===== src/logic/mtm_pkg.sv =====
// Constants and types of the measurement threshold monitor.
// Assumes one 10 MHz clock and a 32-bit AXI4-Lite register bus.
package mtm_pkg;

    // ************************************************************
    // Register map: word index, byte address is four times it
    // ************************************************************
    localparam int         MTM_ADDR_W      = 8;
    localparam logic [5:0] MTM_IDX_TEMP_UP = 6'h06;
    localparam logic [5:0] MTM_IDX_TEMP_LO = 6'h07;
    localparam logic [5:0] MTM_IDX_AUX_INPUT_ONE_UP = 6'h08;
    localparam logic [5:0] MTM_IDX_AUX_INPUT_ONE_LO = 6'h09;
    localparam logic [5:0] MTM_IDX_AUX_INPUT_TWO_UP = 6'h0a;
    localparam logic [5:0] MTM_IDX_AUX_INPUT_TWO_LO = 6'h0b;
    localparam logic [5:0] MTM_IDX_CFG     = 6'h0c;
    localparam logic [5:0] MTM_IDX_IST     = 6'h10;
    localparam logic [5:0] MTM_IDX_IMASK   = 6'h11;

    // ************************************************************
    // Field layout and reset values
    // ************************************************************
    localparam int          MTM_NUM_LIM    = 6;
    localparam int          MTM_EN_BIT     = 12;
    localparam logic [12:0] MTM_UP_RST     = 13'h0fff;
    localparam logic [12:0] MTM_LO_RST     = 13'h0000;
    localparam int          MTM_CFG_SRC    = 15;
    localparam int          MTM_CFG_PIN    = 9;
    localparam int          MTM_CFG_FLG_HI = 8;
    localparam int          MTM_CFG_FLG_LO = 3;
    localparam logic [1:0]  MTM_RESP_OKAY  = 2'h0;
    localparam logic [1:0]  MTM_RESP_SLV   = 2'h2;

    // Scan-mode codes that select a temperature input
    localparam logic [3:0]  MTM_SCAN_TEMP_INPUT_FIRST = 4'h1;
    localparam logic [3:0]  MTM_SCAN_TEMP_INPUT_SECOND = 4'h2;

    // ************************************************************
    // Types
    // ************************************************************
    typedef enum logic [1:0] {
        MTM_CH_TEMP_INPUT_FIRST = 2'h0,
        MTM_CH_TEMP_INPUT_SECOND = 2'h1,
        MTM_CH_AUX_INPUT_ONE  = 2'h2,
        MTM_CH_AUX_INPUT_TWO  = 2'h3
    } mtm_chan_t;

    typedef enum logic [2:0] {
        MTM_BS_IDLE  = 3'b001,
        MTM_BS_BRESP = 3'b010,
        MTM_BS_RRESP = 3'b100
    } mtm_bus_st_t;

    typedef struct packed {
        logic        valid;
        mtm_chan_t   chan;
        logic [11:0] data;
    } mtm_result_t;

    typedef struct packed {
        mtm_bus_st_t      st;
        logic             aw_got;
        logic             w_got;
        logic [7:0]       waddr;
        logic [31:0]      wdata;
        logic [3:0]       wstrb;
        logic [1:0]       bresp;
        logic [1:0]       rresp;
        logic [31:0]      rdata;
        logic             rd_lim;
        logic [5:0][12:0] lim;
        logic             src_sel;
        logic             pin_sel;
        logic [5:0]       flags;
        logic [5:0]       ist;
        logic [5:0]       imask;
    } mtm_state_t;

    // State after reset: upper limits all ones, lower limits zero
    function automatic mtm_state_t mtm_rst_state();
        mtm_state_t s;
        s = '0;
        s.st = MTM_BS_IDLE;
        for (int i = 0; i < MTM_NUM_LIM; i++)
        begin
            s.lim[i] = (i % 2 == 0) ? MTM_UP_RST : MTM_LO_RST;
        end
        return s;
    endfunction

endpackage


===== src/logic/mtm_threshold_monitor.sv =====
// Limit checker for temperature and auxiliary conversion results.
// Assumes results arrive as one-cycle strobes synchronous to ref_clk,
// and that software reaches the limits over AXI4-Lite.

// Summary of operation
// - Temperature upper check runs only while its enable bit 12 is set.
// - Temperature upper limit resets to all ones; result at or above it flags.
// - Temperature lower check runs only while its enable bit 12 is set.
// - Temperature lower limit resets to zero; result at or below it flags.
// - Temperature checks follow the active input, by source select or scan mode.
// - The four aux checks work in auto-scan and non-auto-scan alike.
// - Aux one upper check runs only while its enable bit 12 is set.
// - Aux one upper limit resets to all ones; result at or above it flags.
// - Aux one lower check runs only while its enable bit 12 is set.
// - Aux one lower limit resets to zero; result at or below it flags.
// - Aux two upper check runs only while its enable bit 12 is set.
// - Aux two upper limit resets to all ones; result at or above it flags.
// - Aux two lower check runs only while its enable bit 12 is set.
// - Aux two lower limit resets to zero; result at or below it flags.
// - Read-only upper and lower violation flags show each limit pair's latest checked result, so not the inactive temperature input's.
// - With pin interrupt select set, the pin signals any enabled violation.
module mtm_threshold_monitor
    import mtm_pkg::*;
(
    // Clock and reset
    input  logic                  ref_clk,
    input  logic                  rst,

    // AXI4-Lite write address and data
    input  logic [MTM_ADDR_W-1:0] s_axi_awaddr,
    input  logic                  s_axi_awvalid,
    output logic                  s_axi_awready,
    input  logic [31:0]           s_axi_wdata,
    input  logic [3:0]            s_axi_wstrb,
    input  logic                  s_axi_wvalid,
    output logic                  s_axi_wready,

    // AXI4-Lite write response
    output logic [1:0]            s_axi_bresp,
    output logic                  s_axi_bvalid,
    input  logic                  s_axi_bready,

    // AXI4-Lite read
    input  logic [MTM_ADDR_W-1:0] s_axi_araddr,
    input  logic                  s_axi_arvalid,
    output logic                  s_axi_arready,
    output logic [31:0]           s_axi_rdata,
    output logic [1:0]            s_axi_rresp,
    output logic                  s_axi_rvalid,
    input  logic                  s_axi_rready,

    // Conversion results and measurement mode
    input  mtm_result_t           res,
    input  logic                  auto_scan,
    input  logic [3:0]            converter_scan_mode,

    // Flags, interrupt and pin
    output logic [5:0]            violation_flags,
    output logic                  irq,
    output logic                  general_pin_one,
    output logic                  general_pin_one_oe
);

    // ************************************************************
    // Helper functions
    // ************************************************************

    // Word index falls on one of the six limit registers
    function automatic logic is_lim(input logic [5:0] idx);
        return (idx >= MTM_IDX_TEMP_UP) && (idx <= MTM_IDX_AUX_INPUT_TWO_LO);
    endfunction

    // Limit slot of a word index, 0..5
    function automatic logic [2:0] lim_slot(input logic [5:0] idx);
        logic [5:0] d;
        d = idx - MTM_IDX_TEMP_UP;
        return d[2:0];
    endfunction

    // One enabled comparison; equality counts as a violation both ways
    function automatic logic limit_met(input logic [12:0] lim,
                                       input logic [11:0] v,
                                       input logic        upper);
        logic hit;
        hit = upper ? (v >= lim[11:0]) : (v <= lim[11:0]);
        return lim[MTM_EN_BIT] & hit;
    endfunction

    // ************************************************************
    // State
    // ************************************************************
    mtm_state_t state_ff;
    mtm_state_t nxt_state;

    logic       t1_act;
    logic       t2_act;
    logic [2:0] grp_hit;
    logic [5:0] ist_set;
    logic [5:0] ist_clr;
    logic [5:0] flags_rev;
    logic [5:0] rd_idx;
    logic [5:0] wr_idx;
    logic [2:0] rd_slot;
    logic [2:0] wr_slot;

    // Configuration word holds the temperature upper flag at bit 8, the top of its flag field
    assign flags_rev = {state_ff.flags[0], state_ff.flags[1], state_ff.flags[2],
                        state_ff.flags[3], state_ff.flags[4], state_ff.flags[5]};

    // ************************************************************
    // Bus handshake outputs
    // ************************************************************

    // Write pieces are taken in either order, one of each at a time
    assign s_axi_awready = (state_ff.st == MTM_BS_IDLE) && !state_ff.aw_got;
    assign s_axi_wready  = (state_ff.st == MTM_BS_IDLE) && !state_ff.w_got;

    // A half-taken write blocks reads so the two never interleave
    assign s_axi_arready = (state_ff.st == MTM_BS_IDLE) && !state_ff.aw_got
                           && !state_ff.w_got;

    assign s_axi_bvalid  = (state_ff.st == MTM_BS_BRESP);
    assign s_axi_bresp   = state_ff.bresp;
    assign s_axi_rvalid  = (state_ff.st == MTM_BS_RRESP);
    assign s_axi_rdata   = state_ff.rdata;
    assign s_axi_rresp   = state_ff.rresp;

    // ************************************************************
    // Block outputs
    // ************************************************************

    // Flags come straight from flops, so reads and pins agree
    assign violation_flags    = state_ff.flags;
    assign irq                = |(state_ff.ist & state_ff.imask);

    // Pin follows the latest flags, not the sticky status
    assign general_pin_one    = state_ff.pin_sel && (|state_ff.flags);
    assign general_pin_one_oe = state_ff.pin_sel;

    // ************************************************************
    // Next-state logic
    // ************************************************************
    always_comb
    begin
        nxt_state = state_ff;
        ist_set   = '0;
        ist_clr   = '0;
        rd_idx    = s_axi_araddr[7:2];
        wr_idx    = state_ff.waddr[7:2];
        rd_slot   = lim_slot(rd_idx);
        wr_slot   = lim_slot(wr_idx);

        // Active temperature input: source select in auto-scan,
        // scan-mode field otherwise
        t1_act = auto_scan ? !state_ff.src_sel
                           : (converter_scan_mode == MTM_SCAN_TEMP_INPUT_FIRST);
        t2_act = auto_scan ? state_ff.src_sel
                           : (converter_scan_mode == MTM_SCAN_TEMP_INPUT_SECOND);

        // Which limit pair this strobe belongs to; mode does not gate aux
        grp_hit[0] = res.valid && (((res.chan == MTM_CH_TEMP_INPUT_FIRST) && t1_act)
                     || ((res.chan == MTM_CH_TEMP_INPUT_SECOND) && t2_act));
        grp_hit[1] = res.valid && (res.chan == MTM_CH_AUX_INPUT_ONE);
        grp_hit[2] = res.valid && (res.chan == MTM_CH_AUX_INPUT_TWO);

        // Compare once per strobe against the limits held now; a limit
        // written in the same cycle only applies to later results
        for (int g = 0; g < 3; g++)
        begin
            if (grp_hit[g])
            begin
                // Upper check, even slot
                nxt_state.flags[2*g] = limit_met(state_ff.lim[2*g], res.data,
                                                 1'b1);
                // Lower check, odd slot
                nxt_state.flags[2*g+1] = limit_met(state_ff.lim[2*g+1], res.data,
                                                   1'b0);
                ist_set[2*g]   = nxt_state.flags[2*g];
                ist_set[2*g+1] = nxt_state.flags[2*g+1];
            end
        end

        // Bus engine
        case (state_ff.st)
            MTM_BS_IDLE:
            begin
                // Capture address and data as each arrives
                if (s_axi_awvalid && s_axi_awready)
                begin
                    nxt_state.waddr  = s_axi_awaddr;
                    nxt_state.aw_got = 1'b1;
                end
                if (s_axi_wvalid && s_axi_wready)
                begin
                    nxt_state.wdata = s_axi_wdata;
                    nxt_state.wstrb = s_axi_wstrb;
                    nxt_state.w_got = 1'b1;
                end

                if (s_axi_arvalid && s_axi_arready)
                begin
                    // Read: register the word, answer next cycle
                    nxt_state.rdata  = '0;
                    nxt_state.rresp  = MTM_RESP_OKAY;
                    nxt_state.rd_lim = is_lim(rd_idx);
                    if (is_lim(rd_idx))
                    begin
                        // Upper bits stay zero
                        nxt_state.rdata[12:0] = state_ff.lim[rd_slot];
                    end
                    else
                    begin
                        case (rd_idx)
                            MTM_IDX_CFG:
                            begin
                                nxt_state.rdata[MTM_CFG_SRC] = state_ff.src_sel;
                                nxt_state.rdata[MTM_CFG_PIN] = state_ff.pin_sel;
                                nxt_state.rdata[MTM_CFG_FLG_HI:MTM_CFG_FLG_LO] =
                                    flags_rev;
                            end
                            MTM_IDX_IST:
                            begin
                                nxt_state.rdata[5:0] = state_ff.ist;
                            end
                            MTM_IDX_IMASK:
                            begin
                                nxt_state.rdata[5:0] = state_ff.imask;
                            end
                            default:
                            begin
                                nxt_state.rresp = MTM_RESP_SLV;
                            end
                        endcase
                    end
                    nxt_state.st = MTM_BS_RRESP;
                end
                else if (state_ff.aw_got && state_ff.w_got)
                begin
                    // Write: both pieces held, commit then answer
                    nxt_state.bresp  = MTM_RESP_OKAY;
                    nxt_state.aw_got = 1'b0;
                    nxt_state.w_got  = 1'b0;
                    if (is_lim(wr_idx))
                    begin
                        // Only 13 bits are stored, the rest is dropped
                        if (state_ff.wstrb[0])
                        begin
                            nxt_state.lim[wr_slot][7:0] = state_ff.wdata[7:0];
                        end
                        if (state_ff.wstrb[1])
                        begin
                            nxt_state.lim[wr_slot][12:8] = state_ff.wdata[12:8];
                        end
                    end
                    else
                    begin
                        case (wr_idx)
                            MTM_IDX_CFG:
                            begin
                                // Flag bits here are read-only
                                if (state_ff.wstrb[1])
                                begin
                                    nxt_state.src_sel = state_ff.wdata[MTM_CFG_SRC];
                                    nxt_state.pin_sel = state_ff.wdata[MTM_CFG_PIN];
                                end
                            end
                            MTM_IDX_IST:
                            begin
                                if (state_ff.wstrb[0])
                                begin
                                    ist_clr = state_ff.wdata[5:0];
                                end
                            end
                            MTM_IDX_IMASK:
                            begin
                                if (state_ff.wstrb[0])
                                begin
                                    nxt_state.imask = state_ff.wdata[5:0];
                                end
                            end
                            default:
                            begin
                                nxt_state.bresp = MTM_RESP_SLV;
                            end
                        endcase
                    end
                    nxt_state.st = MTM_BS_BRESP;
                end
            end
            MTM_BS_BRESP:
            begin
                if (s_axi_bready)
                begin
                    nxt_state.st = MTM_BS_IDLE;
                end
            end
            MTM_BS_RRESP:
            begin
                if (s_axi_rready)
                begin
                    nxt_state.st = MTM_BS_IDLE;
                end
            end
            default:
            begin
                nxt_state.st = MTM_BS_IDLE;
            end
        endcase

        // Sticky status: a new event beats a clear in the same cycle
        nxt_state.ist = (state_ff.ist & ~ist_clr) | ist_set;
    end

    // ************************************************************
    // State register
    // ************************************************************

    // Synchronous reset loads the documented limit defaults
    always_ff @(posedge ref_clk)
    begin
        if (rst)
        begin
            state_ff <= mtm_rst_state();
        end
        else
        begin
            state_ff <= nxt_state;
        end
    end
endmodule // mtm_threshold_monitor


===== config.mk =====
export PLATFORM = sky130hd
export DESIGN_NAME = mtm_threshold_monitor
export DESIGN_NICKNAME = d
export VERILOG_FILES = /design/src/logic/mtm_pkg.sv /design/src/logic/mtm_threshold_monitor.sv
export SDC_FILE = /design/constraint.sdc
export NUM_CORES = 1
export LEC_CHECK = 0
export ABC_AREA = 1
export BUFFER_PORTS_ARGS = -buffer_cell sky130_fd_sc_hd__buf_2
export CAP_MARGIN = 25
export CORE_ASPECT_RATIO = 1.25
export CORE_MARGIN = 3
export CORE_UTILIZATION = 50
export CTS_CLUSTER_SIZE = 40
export DETAILED_ROUTE_END_ITERATION = 6
export GPL_TIMING_DRIVEN = 0
export PLACE_DENSITY = 0.74
export SETUP_SLACK_MARGIN = 0.2
export SLEW_MARGIN = 10
export SYNTH_ARGS = -nofsm -noshare
export SYNTH_HDL_FRONTEND = slang
export SYNTH_SLANG_ARGS = --single-unit

===== constraint.sdc =====
create_clock -name ref_clk -period 1.6 [get_ports ref_clk]
set_clock_uncertainty 0.15 [all_clocks]
set_input_delay 0.24 -clock ref_clk [delete_from_list [all_inputs] [get_ports ref_clk]]
set_output_delay 0.24 -clock ref_clk [all_outputs]
set_load 0.05 [all_outputs]

==> key figures, run 1 <==
Run status
  • Status: did not finish
  • Stopping stage: global routing (5_1_grt)
  • Error msg: [ERROR GRT-0232] Routing congestion too high. Check the congestion heatmap in the GUI.

Yosys
  • Share of synthesized registers carrying an async set or reset: 0%
  • Sequential fraction of the synthesis area: 33.0%
  • Yosys cell types: 30
  • Cells after Synth: approximately 1300
  • Count leader, synth: nand2_1
  • Synth top area share: about 33%
  • Area contributors post-synth: dfxtp_1 33%, nand2_1 15%, ha_1 11%
  • Post-synth EDFFs: 0
  • Synthesized area: ~0.0086 mm^2
  • Dominant synthesized flop cell: dfxtp_1
  • Syn_area_per_cell: ~6.5 um^2
  • FF+latch count, synth: around 140
  • Yosys Warn Count: 0
  • Commonest cells post-synth: 345 x nand2_1, 207 x nor2_1, 187 x inv_1
  • Post-synth top area cell: dfxtp_1

Global route
  • Total GRT Usage: around two thirds
  • Largest net degree at the start of global routing: 17
  • GRT overflow: 5

Clock network
  • Max Root-Sink Buffers: 2
  • Clock tree sinks: 141
  • H-tree depth: 4
  • Clk root buf: clkbuf_16
  • TritonCTS Buffers: 17

Timing
  • Worst_ep grt: s_axi_arready
  • WEP type: primary output

Placed design
  • Port buffer count: 82
  • Post-Place Worst Slack: -657 ps
  • Placer congestion estimate: approximately 0.94
  • Detail Placement HPWL: between 20000 and 25000 um
  • Placement Cell Area: 0.00955 mm^2

Floorplan
  • Row count: 52
  • Die Span X: ~120 um
  • I/O Pins: between 100 and 150
  • Initial core utilization: about 52%
  • Chip Height: 152 um
[logic make-up after synthesis]
family                   synth area share (%)
AND/OR/NAND/NOR                          29.6
buffers and inverters                    13.9
AO/OA/AOI/OAI                            12.9
flip-flops                               33.0
adder cells (fa/ha/maj)                  10.5
XOR/XNOR                                0.102
other                                  0.0438
[metal layers]
metal	GRT usage (%)	overflow
met2	83.8	3
met1	63.9	0
met3	48.9	0
met5	14.9	0
met4	60.5	2
[timing repair]
| action | in CTS |
|---|---|
| hold endpoints to repair | 25 |
| endpoints found under the setup margin | 170 |
| hold buffers | 26 |
| gates cloned | 16 |
| pin swaps | 109 |
| gates resized for setup | 484 |
| buffers inserted | 67 |
[metrics by stage]
stage                     setup TNS (ps)  cells  hold slack (ps)
after floorplan                   -11390   1328              238
after global placement            -40840   1626              296
after detailed placement          -43300   1626              307
after CTS                         -12470   1766             1.91
==> inputs of run 2 (changes only) <==
Settings changed: CORE_ASPECT_RATIO 1.25 to default, CORE_UTILIZATION 50 to 35, CTS_CLUSTER_SIZE 40 to default, PLACE_DENSITY 0.74 to default, PLACE_DENSITY_LB_ADDON from default to 0.15, SETUP_SLACK_MARGIN 0.2 to default.
Clock period 1.6 ns to 2.1 ns, I/O delays scaled along.
==> run 2 against run 1 <==
Effect of this change: the flow now finishes, with violations (design-rule violations); area after synthesis unchanged; synthesized cell count did not move.
==> key figures, run 2 <==
Run status
  • Status: finished with violations
  • Failing checks: design-rule violations

Min path
  • Hold_sp: s_axi_awaddr[6]
  • Hold crit path type: input pin to register

Floorplan
  • Die Span X: 162 um (+32%)
  • Die area: between 0.02 and 0.03 mm^2
  • Chip Height: 162 um (+6.6%)
  • Initial core utilization: 36.0% (-16 points)
  • Row count: 56 (+7.7%)
  • I/O Pins: 129 (unchanged)
  • Core area: ~0.024 mm^2

Drt
  • DR iter-0 viols: between 600 and 700
  • Overall routed net length: slightly below 30000 um
  • DR pass1 iterations: 7
  • Via count: between 8000 and 9000
  • Avg WL per Cell: ~17 um
  • Vias per inst: roughly 4.8
  • DRC: 6
  • Post-route ant nets: 0

Worst setup path
  • Largest stage delay on the critical path: 380 ps
  • Worst Setup SP: state_ff[175]$_SDFFE_PP0P_
  • Crit path kind: register to register
  • FF-to-FF End: state_ff[77]$_SDFFE_PP1P_
  • Reg2Reg Launch Point: state_ff[175]$_SDFFE_PP0P_
  • CP endpoint: state_ff[77]$_SDFFE_PP1P_
  • Crit start category: register
  • Critical Path Most Common Cell: nand2_1
  • Flop2flop setup slack: 50 ps
  • Cells on worst reg2reg path: 8
  • WP data arrival: 2180 ps
  • Data required, critical path: 2230 ps
  • Crit path max-delay cell type: dfxtp_2
  • Crit path max fanout: 10
  • CP cell instances: nand2_1 -> nand2_1 -> nand3_4 -> nor3_4 -> nand2_1 -> buf_2 -> nand2_1 -> o211ai_1
  • Critical path capture point type: register

Finish
  • Max reg flops: between 100 and 150
  • # nets final: 1583
  • Post-Layout Cell Count: approximately 1800
  • Fraction of layout cells with a size suffix above 1: a little over an eighth
  • Commonest non-fill, non-tap cell in the layout: nand2_1
  • # diodes: 0
  • Area Growth Syn to Fin: 19.1%
  • Most frequent cells in the layout: 341 x nand2_1, 202 x nor2_1, 186 x inv_1
  • Largest reg by FF count: state_ff

Yosys
  • Synth Area in Simple Gates: 29.6% (unchanged)
  • Post-Synth Adder-Cell Area: 10.5% (unchanged)
  • Largest family of logic cells by synthesized area: simple AND/OR/NAND/NOR gates
  • Sequential fraction of the synthesis area: 33.0% (unchanged)
  • XOR/XNOR share of the synthesized area: 0.102% (unchanged)
  • Yosys cell types: 30 (unchanged)
  • Dominant synthesized flop cell: dfxtp_1
  • Synth top area share: 33.0% (unchanged)
  • Post-synthesis compound-gate area fraction: 12.9% (unchanged)
  • Count leader, synth: nand2_1
  • Mux contribution to synthesized area: 0% (unchanged)
  • FF+latch count, synth: 141 (unchanged)
  • Area contributors post-synth: dfxtp_1 33%, nand2_1 15%, ha_1 11%
  • Share of synthesized registers carrying an async set or reset: 0% (unchanged)
  • Synthesized area: 0.00856 mm^2 (unchanged)
  • Cells after Synth: 1309 (unchanged)
  • Yosys Warn Count: 0 (unchanged)
  • Syn_area_per_cell: 6.54 um^2 (unchanged)
  • Commonest cells post-synth: 345 x nand2_1, 207 x nor2_1, 187 x inv_1
  • Post-synth top area cell: dfxtp_1
  • Post-synth EDFFs: 0 (unchanged)

Pwr
  • Pwr per Cell Area: a little over 800 mW/mm^2
  • Sw Share: 33.4%
  • Flop pwr share: between 30% and 40%
  • Clock network fraction of total power: 41.4%
  • P_sw: approximately 2.8 mW
  • Worst vdd ir: between 0.4 and 0.5 mV
  • P_int: between 5 and 6 mW
  • Comb power frac: a little over a fifth
  • Leak pwr: between 5 and 6 nW

Timing
  • Unrepaired setup endpoints after global routing: yes
  • Worst Tran Pin Value: 711 ps
  • Final min period: between 2000 and 2500 ps
  • Setup violators final: 0
  • Fin. max-slew vios: 0
  • FMAX: roughly 0.5 GHz
  • Post-route clock period utilization: approximately 100%
  • Relative max-transition margin: between 50 and 60%
  • Hold Vio Cnt, Final: 0
  • Hold WS: roughly 13 ps
  • Setup TNS: 0 ps

Clock network
  • TritonCTS Buffers: 17 (unchanged)
  • Clk root buf: clkbuf_16
  • Clk pin slew, worst setup/hold paths: 60 ps
  • H-tree depth: 4 (unchanged)
  • CTS tree: built
  • Clock tree sinks: 141 (unchanged)
  • Clock Latency Late Sink: about 440 ps
  • Max Root-Sink Buffers: 2 (unchanged)

Placed design
  • Detail Placement HPWL: 23200 um (+10%)
  • Port buffer count: 82 (unchanged)
  • Placer congestion estimate: 0.903 (-4.0%)
  • Placed Instances: 1729 (+6.3%)

Global route
  • Vias in the first global route: between 7000 and 8000
  • Initial antenna violation count: 0
  • Met2 GRT Util: between 30 and 40%
  • First-pass GRT wire length: 44700 um
  • Total GRT Usage: 22.6%
  • Met1 Usage GRT: about 33%
  • GRT overflow: 0
  • Largest net degree at the start of global routing: 17
  • GRT Max-Usage Layer: met2
  • Met3 Usage GRT: just over 4%

Flow run
  • Max-cap violations: 0
==> run 2: metrics by stage <==
step	util [%]	cell area (um^2)	power, mW	worst slack, ps
detailed placement	39.8	9440	4.81	-466
floorplan	-	8630	4.17	99.8
global route	42.9	10200	8.59	-69.3
finish	42.9	10200	8.23	53.5
global placement	39.8	9440	4.80	-438
CTS	42.6	10100	8.21	-9.13
==> run 2: logic make-up (layout without fill, tap and decap cells) <==
| logic type | Yosys count | in the layout |
|---|---|---|
| simple gates | 630 | 630 |
| buf+inv | 269 | 385 |
| compound gates | 195 | 195 |
| flops | 141 | 141 |
| fa+ha+maj | 72 | 72 |
| other cells | 1 | 20 |
| xor+xnor | 1 | 1 |
==> run 2: cell type report <==
class                      count  area (um^2)
fill                        2566        13600
multi-input combinational    918         4670
sequential                   141         2820
inverter                     187          702
buffer                        81          497
clock buffer                  22          464
timing repair buffer          86          445
tap                          319          399
clock inverter                 9          185
==> run 2: routing by layer <==
layer	vias up	routed length, um
met4	0	660
met2	245	12900
met3	33	1860
met1	3845	14200
met5	-	0
li1	4329	-
==> run 2: how the worst min path moves through the flow <==
stage / endpoint / slack [ps] / depth (start not counted)
floorplan: state_ff[154]$_SDFFE_PP0P_ / 290 / 2
global placement: state_ff[154]$_SDFFE_PP0P_ / 300 / 2
detailed placement: s_axi_rdata[15]$_SDFFE_PP0P_ / 310 / 2
CTS: state_ff[142]$_SDFFE_PP0P_ / 0.7 / 3
global route: state_ff[142]$_SDFFE_PP0P_ / 9 / 3
finish: state_ff[177]$_SDFFE_PP0P_ / 10 / 3
==> run 2: worst max-delay path: cells and delay by family, from the launching register on <==
kind / cells / cell delay [ps]
and+or+nand+nor: 6 / 1020
buffers and inverters: 1 / 270
DFF: 1 / 380
AOI/OAI and AO/OA: 1 / 80
==> run 2: power by group through the flow <==
stage	Clock, mW	Sequential [mW]	Combinational [mW]
global route	3.57	3.08	1.94
CTS	3.43	3.06	1.72
global placement	0	3.12	1.68
detailed placement	0	3.12	1.69
floorplan	0	3.00	1.17
finish	3.40	3.07	1.76
==> run 2: timing repair <==
item / in CTS / in global routing
gates resized for setup: 7 / 20
endpoints found under the hold margin: 1 / 0
cloned: 0 / 0
setup endpoints to repair: 7 / 103
hold buffers: 1 / 0
setup buffers: 0 / 3
pin swaps: 0 / 3
Note: power is estimated with default switching activity, not from simulation.
==> inputs of run 3 (changes only) <==
Clock period 2.1 ns to 2.6 ns, I/O delays scaled along.
==> run 3 against run 2 <==
Effect of this change: the run now ends clean; critical path depth down 1; worst hold slack improved by 71 ps; flip-flop and latch count stayed put; sequential share of layout area is 0.49 points higher; highest routed layer unchanged; clock-buffer cell count decreased by 1; critical path type unchanged; design area is 1.8% lower; combinational power is 22% lower; largest power group is now registers; core utilization down 0.77 points.
==> key figures, run 3 (synthesis gave the netlist of run 2 again) <==
Clock network
  • TritonCTS Buffers: 17 (unchanged)
  • Clk pin slew, worst setup/hold paths: 60 ps (about the same)
  • Max Root-Sink Buffers: 2 (unchanged)
  • Clock tree sinks: 141 (unchanged)
  • H-tree depth: 4 (unchanged)
  • Clk root buf: clkbuf_16
  • Clock Latency Late Sink: 430 ps (about the same)
  • Post-CTS setup buffer count: 0 (unchanged)
  • CTS tree: built

Finish
  • Commonest non-fill, non-tap cell in the layout: nand2_1
  • Final core occ: 42.1% (-0.77 points)
  • Area Growth Syn to Fin: 16.9%
  • # diodes: 0 (unchanged)
  • # nets final: 1580 (-0.19%)
  • Most frequent cells in the layout: 345 x nand2_1, 207 x nor2_1, 187 x inv_1
  • Max reg flops: 118 (unchanged)
  • Largest reg by FF count: state_ff
  • Post-Layout Cell Count: 1760 (-0.17%)
  • Fraction of layout cells with a size suffix above 1: 12.4% (-1.1 points)

Pwr
  • P_sw: 2.22 mW (-19%)
  • Comb power frac: 21.7% (+0.3 points)
  • Leak pwr: 5.56 nW (-1.7%)
  • Flop pwr share: 39.4% (+2.2 points)
  • Sw Share: 35.3% (+1.9 points)
  • Worst vdd ir: 0.441 mV (-12%)
  • Clock network fraction of total power: 38.9% (-2.5 points)
  • Pwr per Cell Area: 628 mW/mm^2 (-22%)
  • P_int: 4.07 mW (-26%)

Drt
  • DR pass1 iterations: 5 (-2)
  • Vias per inst: 4.79 (-0.13%)
  • Avg WL per Cell: 16.9 um (+0.44%)
  • Overall routed net length: 29700 um (+0.27%)
  • DR iter-0 viols: 595 (-13%)
  • Via count: 8427 (-0.30%)
  • Post-route ant nets: 0 (unchanged)
  • DRC: 0 (-6)

Global route
  • Vias in the first global route: 7697 (+0.13%)
  • Total GRT Usage: 22.6% (-0.080 points)
  • Initial antenna violation count: 1 (+1)
  • Largest net degree at the start of global routing: 17 (unchanged)
  • GRT overflow: 0 (unchanged)
  • First-pass GRT wire length: 44500 um (-0.36%)

Timing
  • Relative max-transition margin: 43.1% (-9.5 points)
  • Final worst slack: 222 ps (+168 ps)
  • Post-route clock period utilization: 91.5% (-6.0 points)
  • Hold WS: 84.6 ps (+71.4 ps)
  • Unrepaired setup endpoints after global routing: no
  • Setup violators final: 0 (unchanged)
  • Final min period: 2380 ps (+332 ps)
  • Hold Vio Cnt, Final: 0 (unchanged)
  • Setup TNS: 0 ps (unchanged)
  • Fin. max-slew vios: 0 (unchanged)
  • Worst Tran Pin Value: 851 ps (+140 ps)
  • FMAX: 0.421 GHz (-14%)

Run status
  • Status: finished, final reports clean

Worst setup path
  • Crit path max-delay cell type: o21ai_0
  • Crit path max fanout: 10 (unchanged)
  • Buf/Inv on CP: 1 (unchanged)
  • Critical path capture point type: register
  • CP cell instances: nor2_1 -> nand2_1 -> nor2_1 -> nand2_1 -> clkbuf_1 -> o21ai_0 -> a21oi_1
  • Crit start category: register
  • WP data arrival: 2510 ps (+330 ps)
  • Flop2flop setup slack: 220 ps (+170 ps)
  • Data required, critical path: 2740 ps (+510 ps)
  • Crit path kind: register to register
  • CP top delay family: simple AND/OR/NAND/NOR gates
  • Largest stage delay on the critical path: 580 ps (+200 ps)

Placed design
  • Placed Instances: 1729 (unchanged)
  • Placer congestion estimate: 0.925 (+2.4%)
  • Detail Placement HPWL: 23200 um (-0.18%)
  • Post-Place Worst Slack: -0.747 ps (+465 ps)
  • Port buffer count: 82 (unchanged)

Floorplan
  • Row count: 56 (unchanged)
  • I/O Pins: 129 (unchanged)
  • Chip Height: 162 um (unchanged)
  • Initial core utilization: 36.0% (unchanged)
  • Core area: 0.0238 mm^2 (unchanged)
  • Die area: 0.0264 mm^2 (unchanged)
  • Die Span X: 162 um (unchanged)

Flow run
  • Max-cap violations: 0 (unchanged)

Min path
  • Hold crit path type: input pin to register
==> run 3: timing repair <==
action	CTS	global route
endpoints found under the setup margin	1	1
hold buffers	0	0
resized for setup	1	1
==> run 3: metrics by stage <==
| stage | total power [mW] | instance area (um^2) |
|---|---|---|
| global route | 6.55 | 10000 |
| floorplan | 3.36 | 8630 |
| CTS | 6.29 | 10000 |
| global placement | 3.86 | 9440 |
| finish | 6.29 | 10000 |
| detailed placement | 3.88 | 9440 |
==> run 3: area by class of cell <==
cell class                 instances  area, um^2
fill                            2574       13700
multi-input combinational        918        4620
sequential                       141        2820
inverter                         187         702
buffer                            82         484
clock buffer                      21         450
timing repair buffer              82         410
tap                              319         399
clock inverter                    10         115
==> run 3: power by group through the flow <==
stage	Clock, mW	Sequential, mW	Combinational, mW
2_1_floorplan	0	2.42	0.940
5_1_grt	2.55	2.49	1.51
4_1_cts	2.45	2.47	1.36
3_5_place_dp	0	2.52	1.36
6_report	2.45	2.47	1.37
3_3_place_gp	0	2.52	1.35
==> run 3: path summary, 6_finish.rpt <==
check / startpoint / end / cells past startpoint
max: state_ff[182]$_SDFFE_PP0P_ / state_ff[147]$_SDFFE_PP0P_ / 7
min: s_axi_wdata[15] / state_ff[154]$_SDFFE_PP0P_ / 3
max reg2reg: state_ff[182]$_SDFFE_PP0P_ / state_ff[147]$_SDFFE_PP0P_ / 7
min reg2reg: s_axi_rdata[10]$_SDFFE_PP0P_ / s_axi_rdata[10]$_SDFFE_PP0P_ / 2
==> run 3: worst reg2reg max path, stage by stage (launching register included) <==
cell	delay (ps)
dfxtp_1	330
nor2_1	130
nand2_1	150
nor2_1	360
nand2_1	210
clkbuf_1	230
o21ai_0	580
a21oi_1	90
==> run 3: metal layers <==
layer,up-vias,wire length (um),GRT usage (%)
li1,4312,-,-
met1,3869,14200,32.4
met2,221,13000,35.0
met3,25,1880,3.89
met4,0,547,5.97
met5,-,0,0
